File: src/common/jbs_pkg.sv
// Purpose: Shared constants and types for the boundary-scan test port
// Assumes: Test clock sampled by the 100 MHz system clock
// Notes:   Identification value is a parameter default, arbitrary
package jbs_pkg;

  localparam int IR_W = 6;

  localparam logic [5:0] IR_BYPASS   = 6'h3F;
  localparam logic [5:0] IR_SAMPLE   = 6'h04;
  localparam logic [5:0] IR_EXTEST   = 6'h01;
  localparam logic [5:0] IR_HIGHZ    = 6'h03;
  localparam logic [5:0] IR_IDCODE   = 6'h0A;
  localparam logic [5:0] IR_RESET    = IR_IDCODE;

  // Capture pattern of the instruction register
  localparam logic [5:0] IR_CAPTURE  = 6'h01;

  // Arbitrary neutral identification value, bit 0 must be one
  localparam logic [31:0] IDCODE_DEF = 32'h1234_5671;

  localparam int ID_W = 32;

  typedef enum logic [1:0] {
    JBS_SEL_BYPASS,
    JBS_SEL_IDCODE,
    JBS_SEL_BSR
  } jbs_sel_t;

  // Test pins after synchronisation
  typedef struct packed {
    logic tck;
    logic tms;
    logic tdi;
    logic trst_n;
  } jbs_pins_t;

endpackage : jbs_pkg

File: src/design/jbs_tap.sv
// Purpose: Boundary-scan test access port with state machine, IR, bypass, ID and BSR
// Assumes: Test clock far slower than clock; pins pass two flip-flops first
// Notes:   Cell count is a parameter; one cell per digital pin in the chain
`timescale 1ns/10ps

module jbs_tap #(
  parameter int          NCELL  = 16,
  parameter logic [31:0] IDCODE = jbs_pkg::IDCODE_DEF
) (
  input  wire logic             clock,
  input  wire logic             resetn,
  input  wire logic             tck,
  input  wire logic             tms,
  input  wire logic             tdi,
  input  wire logic             trst_n,
  output logic                  tdo,
  output logic                  tdo_oe,
  input  wire logic [NCELL-1:0] core_out,
  input  wire logic [NCELL-1:0] core_oe,
  output logic      [NCELL-1:0] core_in,
  input  wire logic [NCELL-1:0] pad_in,
  output logic      [NCELL-1:0] pad_out,
  output logic      [NCELL-1:0] pad_oe
);

  typedef enum logic [3:0] {
    S_TLR, S_RTI, S_SEL_DR, S_CAP_DR, S_SH_DR, S_EX1_DR, S_PA_DR, S_EX2_DR, S_UP_DR,
    S_SEL_IR, S_CAP_IR, S_SH_IR, S_EX1_IR, S_PA_IR, S_EX2_IR, S_UP_IR
  } jbs_state_t;

  // Two-stage synchronisers; first stage read only by second
  // Third stage only remembers the last test clock level for edge finding
  jbs_pkg::jbs_pins_t s1_q, s2_q, s3_q;
  logic               rise, fall, trst_act;
  // Pin levels resynchronised too, so capture never sees a moving pin
  logic [NCELL-1:0]   pin1_q, pin2_q;

  always_ff @(posedge clock or negedge resetn)
  begin
    if (!resetn)
    begin
      s1_q <= '0;
      s2_q <= '0;
      s3_q <= '0;
      pin1_q <= '0;
      pin2_q <= '0;
    end
    else
    begin
      s1_q <= '{tck: tck, tms: tms, tdi: tdi, trst_n: trst_n};
      s2_q <= s1_q;
      s3_q <= s2_q;
      pin1_q <= pad_in;
      pin2_q <= pin1_q;
    end
  end

  assign rise     = s2_q.tck & ~s3_q.tck;
  assign fall     = ~s2_q.tck & s3_q.tck;
  assign trst_act = ~s2_q.trst_n;

  jbs_state_t            st_q, st_d;
  logic [5:0]            ir_q, ir_d, irs_q, irs_d;
  logic                  byp_q, byp_d;
  logic [31:0]           id_q, id_d;
  logic [NCELL-1:0]      bs_q, bs_d, bu_q, bu_d;
  logic                  tdo_q, tdo_d, oe_q, oe_d;
  jbs_pkg::jbs_sel_t     sel;
  logic                  drv_ext, flt;

  // Data register chosen by the current instruction
  always_comb
  begin
    case (ir_q)
      jbs_pkg::IR_IDCODE: sel = jbs_pkg::JBS_SEL_IDCODE;
      jbs_pkg::IR_SAMPLE,
      jbs_pkg::IR_EXTEST: sel = jbs_pkg::JBS_SEL_BSR;
      jbs_pkg::IR_HIGHZ:  sel = jbs_pkg::JBS_SEL_BYPASS;
      default:            sel = jbs_pkg::JBS_SEL_BYPASS;
    endcase
  end

  // Only extest takes the pins from the update cells
  assign drv_ext = (ir_q == jbs_pkg::IR_EXTEST);
  assign flt     = (ir_q == jbs_pkg::IR_HIGHZ);

  always_comb
  begin
    st_d  = st_q;
    ir_d  = ir_q;
    irs_d = irs_q;
    byp_d = byp_q;
    id_d  = id_q;
    bs_d  = bs_q;
    bu_d  = bu_q;
    tdo_d = tdo_q;
    oe_d  = oe_q;
    if (rise)
    begin
      // Standard sixteen-state walk on the synchronised mode select
      case (st_q)
        S_TLR:    st_d = s2_q.tms ? S_TLR : S_RTI;
        S_RTI:    st_d = s2_q.tms ? S_SEL_DR : S_RTI;
        S_SEL_DR: st_d = s2_q.tms ? S_SEL_IR : S_CAP_DR;
        S_CAP_DR: st_d = s2_q.tms ? S_EX1_DR : S_SH_DR;
        S_SH_DR:  st_d = s2_q.tms ? S_EX1_DR : S_SH_DR;
        S_EX1_DR: st_d = s2_q.tms ? S_UP_DR : S_PA_DR;
        S_PA_DR:  st_d = s2_q.tms ? S_EX2_DR : S_PA_DR;
        S_EX2_DR: st_d = s2_q.tms ? S_UP_DR : S_SH_DR;
        S_UP_DR:  st_d = s2_q.tms ? S_SEL_DR : S_RTI;
        S_SEL_IR: st_d = s2_q.tms ? S_TLR : S_CAP_IR;
        S_CAP_IR: st_d = s2_q.tms ? S_EX1_IR : S_SH_IR;
        S_SH_IR:  st_d = s2_q.tms ? S_EX1_IR : S_SH_IR;
        S_EX1_IR: st_d = s2_q.tms ? S_UP_IR : S_PA_IR;
        S_PA_IR:  st_d = s2_q.tms ? S_EX2_IR : S_PA_IR;
        S_EX2_IR: st_d = s2_q.tms ? S_UP_IR : S_SH_IR;
        S_UP_IR:  st_d = s2_q.tms ? S_SEL_DR : S_RTI;
        default:  st_d = S_TLR;
      endcase
      // Entering the reset state drops the instruction at once, not a clock later
      if (st_d == S_TLR)
        ir_d = jbs_pkg::IR_RESET;
      // Capture and shift on the rising edge, while the state still names them
      case (st_q)
        S_CAP_IR: irs_d = jbs_pkg::IR_CAPTURE;
        S_SH_IR:  irs_d = {s2_q.tdi, irs_q[jbs_pkg::IR_W-1:1]};
        S_CAP_DR:
        begin
          byp_d = 1'b0;
          id_d  = IDCODE;
          bs_d  = pin2_q;
        end
        S_SH_DR:
        begin
          byp_d = s2_q.tdi;
          id_d  = {s2_q.tdi, id_q[jbs_pkg::ID_W-1:1]};
          bs_d  = {s2_q.tdi, bs_q[NCELL-1:1]};
        end
        default: ;
      endcase
    end
    // Falling-edge retime keeps the bit stable across the tester's sample
    if (fall)
    begin
      oe_d = (st_q == S_SH_DR) || (st_q == S_SH_IR);
      if (st_q == S_SH_IR)
        tdo_d = irs_q[0];
      else
        case (sel)
          jbs_pkg::JBS_SEL_IDCODE: tdo_d = id_q[0];
          jbs_pkg::JBS_SEL_BSR:    tdo_d = bs_q[0];
          default:                 tdo_d = byp_q;
        endcase
      // Updates land on the falling edge, half a test clock after the update state is entered
      case (st_q)
        S_UP_IR: ir_d = irs_q;
        S_UP_DR:
          if (sel == jbs_pkg::JBS_SEL_BSR)
            bu_d = bs_q;
        default: ;
      endcase
    end
    // Test reset wins over a test clock edge in the same cycle for state, instruction, tdo and tdo_oe only
    if (trst_act)
    begin
      st_d  = S_TLR;
      ir_d  = jbs_pkg::IR_RESET;
      tdo_d = 1'b0;
      oe_d  = 1'b0;
    end
  end

  always_ff @(posedge clock or negedge resetn)
  begin
    if (!resetn)
    begin
      st_q  <= S_TLR;
      ir_q  <= jbs_pkg::IR_RESET;
      irs_q <= '0;
      byp_q <= 1'b0;
      id_q  <= '0;
      bs_q  <= '0;
      bu_q  <= '0;
      tdo_q <= 1'b0;
      oe_q  <= 1'b0;
    end
    else
    begin
      st_q  <= st_d;
      ir_q  <= ir_d;
      irs_q <= irs_d;
      byp_q <= byp_d;
      id_q  <= id_d;
      bs_q  <= bs_d;
      bu_q  <= bu_d;
      tdo_q <= tdo_d;
      oe_q  <= oe_d;
    end
  end

  // Tdo keeps retiming the selected bit on each falling edge when released; the board's pull sets the idle level
  assign tdo     = tdo_q;
  assign tdo_oe  = oe_q;
  assign core_in = pad_in;
  // Extest drives pins from update latches; highz floats every scanned output
  assign pad_out = drv_ext ? bu_q : core_out;
  assign pad_oe  = flt ? '0 : (drv_ext ? {NCELL{1'b1}} : core_oe);

endmodule : jbs_tap

File: config.mk
export PLATFORM = sky130hd
export DESIGN_NAME = jbs_tap
export DESIGN_NICKNAME = d
export VERILOG_FILES = /design/src/common/jbs_pkg.sv /design/src/design/jbs_tap.sv
export SDC_FILE = /design/constraint.sdc
export NUM_CORES = 1
export LEC_CHECK = 0
export BUFFER_PORTS_ARGS = -buffer_cell sky130_fd_sc_hd__buf_4
export CAP_MARGIN = 20
export CORE_ASPECT_RATIO = 0.8
export CORE_MARGIN = 5
export CORE_UTILIZATION = 48
export DETAILED_ROUTE_END_ITERATION = 8
export GPL_TIMING_DRIVEN = 0
export PLACE_DENSITY = 0.71
export SKIP_CTS_REPAIR_TIMING = 1
export SLEW_MARGIN = 20
export SYNTH_ARGS = -nofsm -noshare
export SYNTH_HDL_FRONTEND = slang
export SYNTH_SLANG_ARGS = --single-unit
File: constraint.sdc
create_clock -name clock -period 2.5 [get_ports clock]
set_clock_uncertainty 0.05 [all_clocks]
set_input_delay 0.25 -clock clock [delete_from_list [all_inputs] [get_ports clock]]
set_output_delay 0.25 -clock clock [all_outputs]
set_load 0.01 [all_outputs]
==> metrics.txt <==
ranking of synthesized cells by area=dfrtp_1 60%, mux2_2 7.1%, mux2i_1 3.4%; Final GP Congestion=0.871; Slowest-stage cell, CP=or3_1; design area=6850 µm²; post-synth top area share=0.600; worst vdd ir=0.559 mV; Slew Limit Fails=0; number of library cell types mapped by synthesis=44; Bufs on Longest Clock Path=2; Async SR Flop Fraction=1.00; flop2flop setup slack=150 ps; die width=125 µm; Worst Setup Start Kind=register; number of global-route vias before repair=3567; Setup Crit Path Kind=register to output pin; total gr overflow=0; setup TNS=0 ps; DR WL/cell=around 15 µm; Final min period=2420 ps; Core Util, Final=0.669; I/O Buffers=103; core box area=10200 µm²; Min Hold Slack=295 ps; CTS H-tree lvls=4; Required @ worst endpoint=~2200 ps; Via density=5.14; FF+latch count, synth=123; area of the die=12700 µm²; Buf/Inv on CP=2; Placed Cells=653; # clock sinks=123; final hold viol count=0; hold crit path type=register to register; Area growth syn-to-layout=35.8%; CP cell instances=or3_1 -> nor2_4 -> buf_6 -> mux2_2 -> buf_4; Max transition margin=0.525; crit share post-route=0.966; Std-Cell Rows=33; worst slack, placed=119 ps; Iteration-0 DRC Markers=about 230; crit path DAT=2120 ps; routed wire length=10.8 mm; post-route insts no fill=a little over 700; EDFF count, synth=0; Avg Cell Area, Syn=between 10 and 15 µm²; Syn Inst Count=409; number of synthesis warnings=0; TritonCTS clock tree=yes; ant diodes=0; ys flop type=dfrtp_1; worst-path fanout max=10; Fmax=between 0.4 and 0.5 GHz; max-cap viol count=0; post-DP HPWL=approximately 7.5 mm; syn_nets=465; first-pass GRT wire length=~18 mm; Final ANT Viol Nets=0; layout cell share with drive strength beyond 1=0.358; initial antenna violation count=0; PwrDens=731 nW/µm²; routed via count=approximately 3600; DP Area=6020 µm²; status=completed; worst-margin pin slew=705 ps; post-route setup slack=84.1 ps; chip height=roughly 100 µm; final net count=610; cell taking the most area after synthesis=dfrtp_1; Top delay family on crit path=simple AND/OR/NAND/NOR gates; worst stage delay on the critical path=450 ps; GRT Overall Usage=0.174; sequential area share after synthesis=0.611; I/O pin total=104; CP Capture Type=output pin; synthesized area=5040 µm²; drt first pass iters=4; total power=5.01 mW; Clk Latency, worst-skew pair=400 ps; clock slew at reported path FFs=about 50 ps; root buffer cell=clkbuf_16; LEAKAGE=3.21 nW; RSZ-0062 raised after global routing=true; DRC=0; Initial Util=0.492; CTS Buf Count=17; Final setup violation count=0; largest net degree at the start of global routing=66
-- area by class of cell --
| class | instances | area, µm² |
|---|---|---|
| plain buffers | 44 | 262 |
| clock inverters | 13 | 141 |
| clock buffers | 19 | 443 |
| flip-flops and latches | 123 | 3080 |
| multi-input cells | 238 | 1710 |
| well taps | 140 | 175 |
| inverters | 4 | 15.0 |
| repair buffers | 126 | 1020 |
| fillers | 772 | 3390 |
-- layer usage --
layer	global-route usage	up-vias	share of wire
met2	0.276	102	0.49
li1	-	1739	-
met3	0.0559	6	0.053
met4	0.0615	0	0.0082
met5	0	-	0
met1	0.230	1790	0.45
-- report_power, final --
group          internal, mW  switching [mW]  leakage (nW)
clock network          1.50           0.880         0.280
logic                 0.248           0.186          1.33
registers              2.12          0.0753          1.60
-- flip-flops by register name, indices dropped and copies added (netlist names) --
signal and count:
s3_q 1, tdo 1, s1_q 4, tdo_oe 1
irs_q 6, ir_q 6, pin2_q 16, st_q 4
id_q 31, bu_q 16, byp_q 1, bs_q 16
pin1_q 16, s2_q 4
-- placed cells by master (no fill, tap or decap), types with 3 or more instances in the layout --
cell and n:
a31oi_1 3, o22a_1 13, buf_6 3, buf_2 8, mux2i_1 17, inv_1 4, clkbuf_16 17, dlygate4sd3_1 21
nand2_1 35, a22o_1 19, o21ai_0 17, mux2_2 32, buf_4 122, a21oi_1 6, dfrtp_1 121, nor2_1 10
clkinvlp_4 3, clkinv_2 3, nor2b_1 5, clkbuf_1 15, o21ai_1 18, inv_6 3, o21a_1 16, and3_1 3
nand3_1 9
-- cells in the mapped netlist, drive strengths merged, types with 3 or more instances --
cell and instances:
nand3 9, nand4 3, nor2 11, o21a 16, o21ai 35, clkbuf 14
o22a 13, a22o 19, a31oi 3, a21oi 6, dfrtp 121, inv 4
nor3 3, and3 3, nand2 35, nor2b 5, buf 30, mux2 32
a211oi 3, mux2i 17
-- final timing paths --
path / start / endpoint / cells after the start
min: s1_q[2] / s2_q[2] / 0
min in group asynchronous: resetn / id_q[19] / 2
max reg2reg: ir_q[4] / bu_q[13] / 6
max in group asynchronous: resetn / ir_q[3] / 3
min reg2reg: s1_q[2] / s2_q[2] / 0
max: ir_q[4] / pad_out[3] / 5
-- cell families after synthesis --
logic type | after synthesis | share of synthesized area
mux | 49 | 0.105
simple gates | 81 | 0.0777
xor+xnor | 3 | 0.00521
buf+inv | 48 | 0.0524
flops | 123 | 0.611
compound gates | 103 | 0.144
fa+ha+maj | 2 | 0.00496
Note: power is estimated with default switching activity, not from simulation.
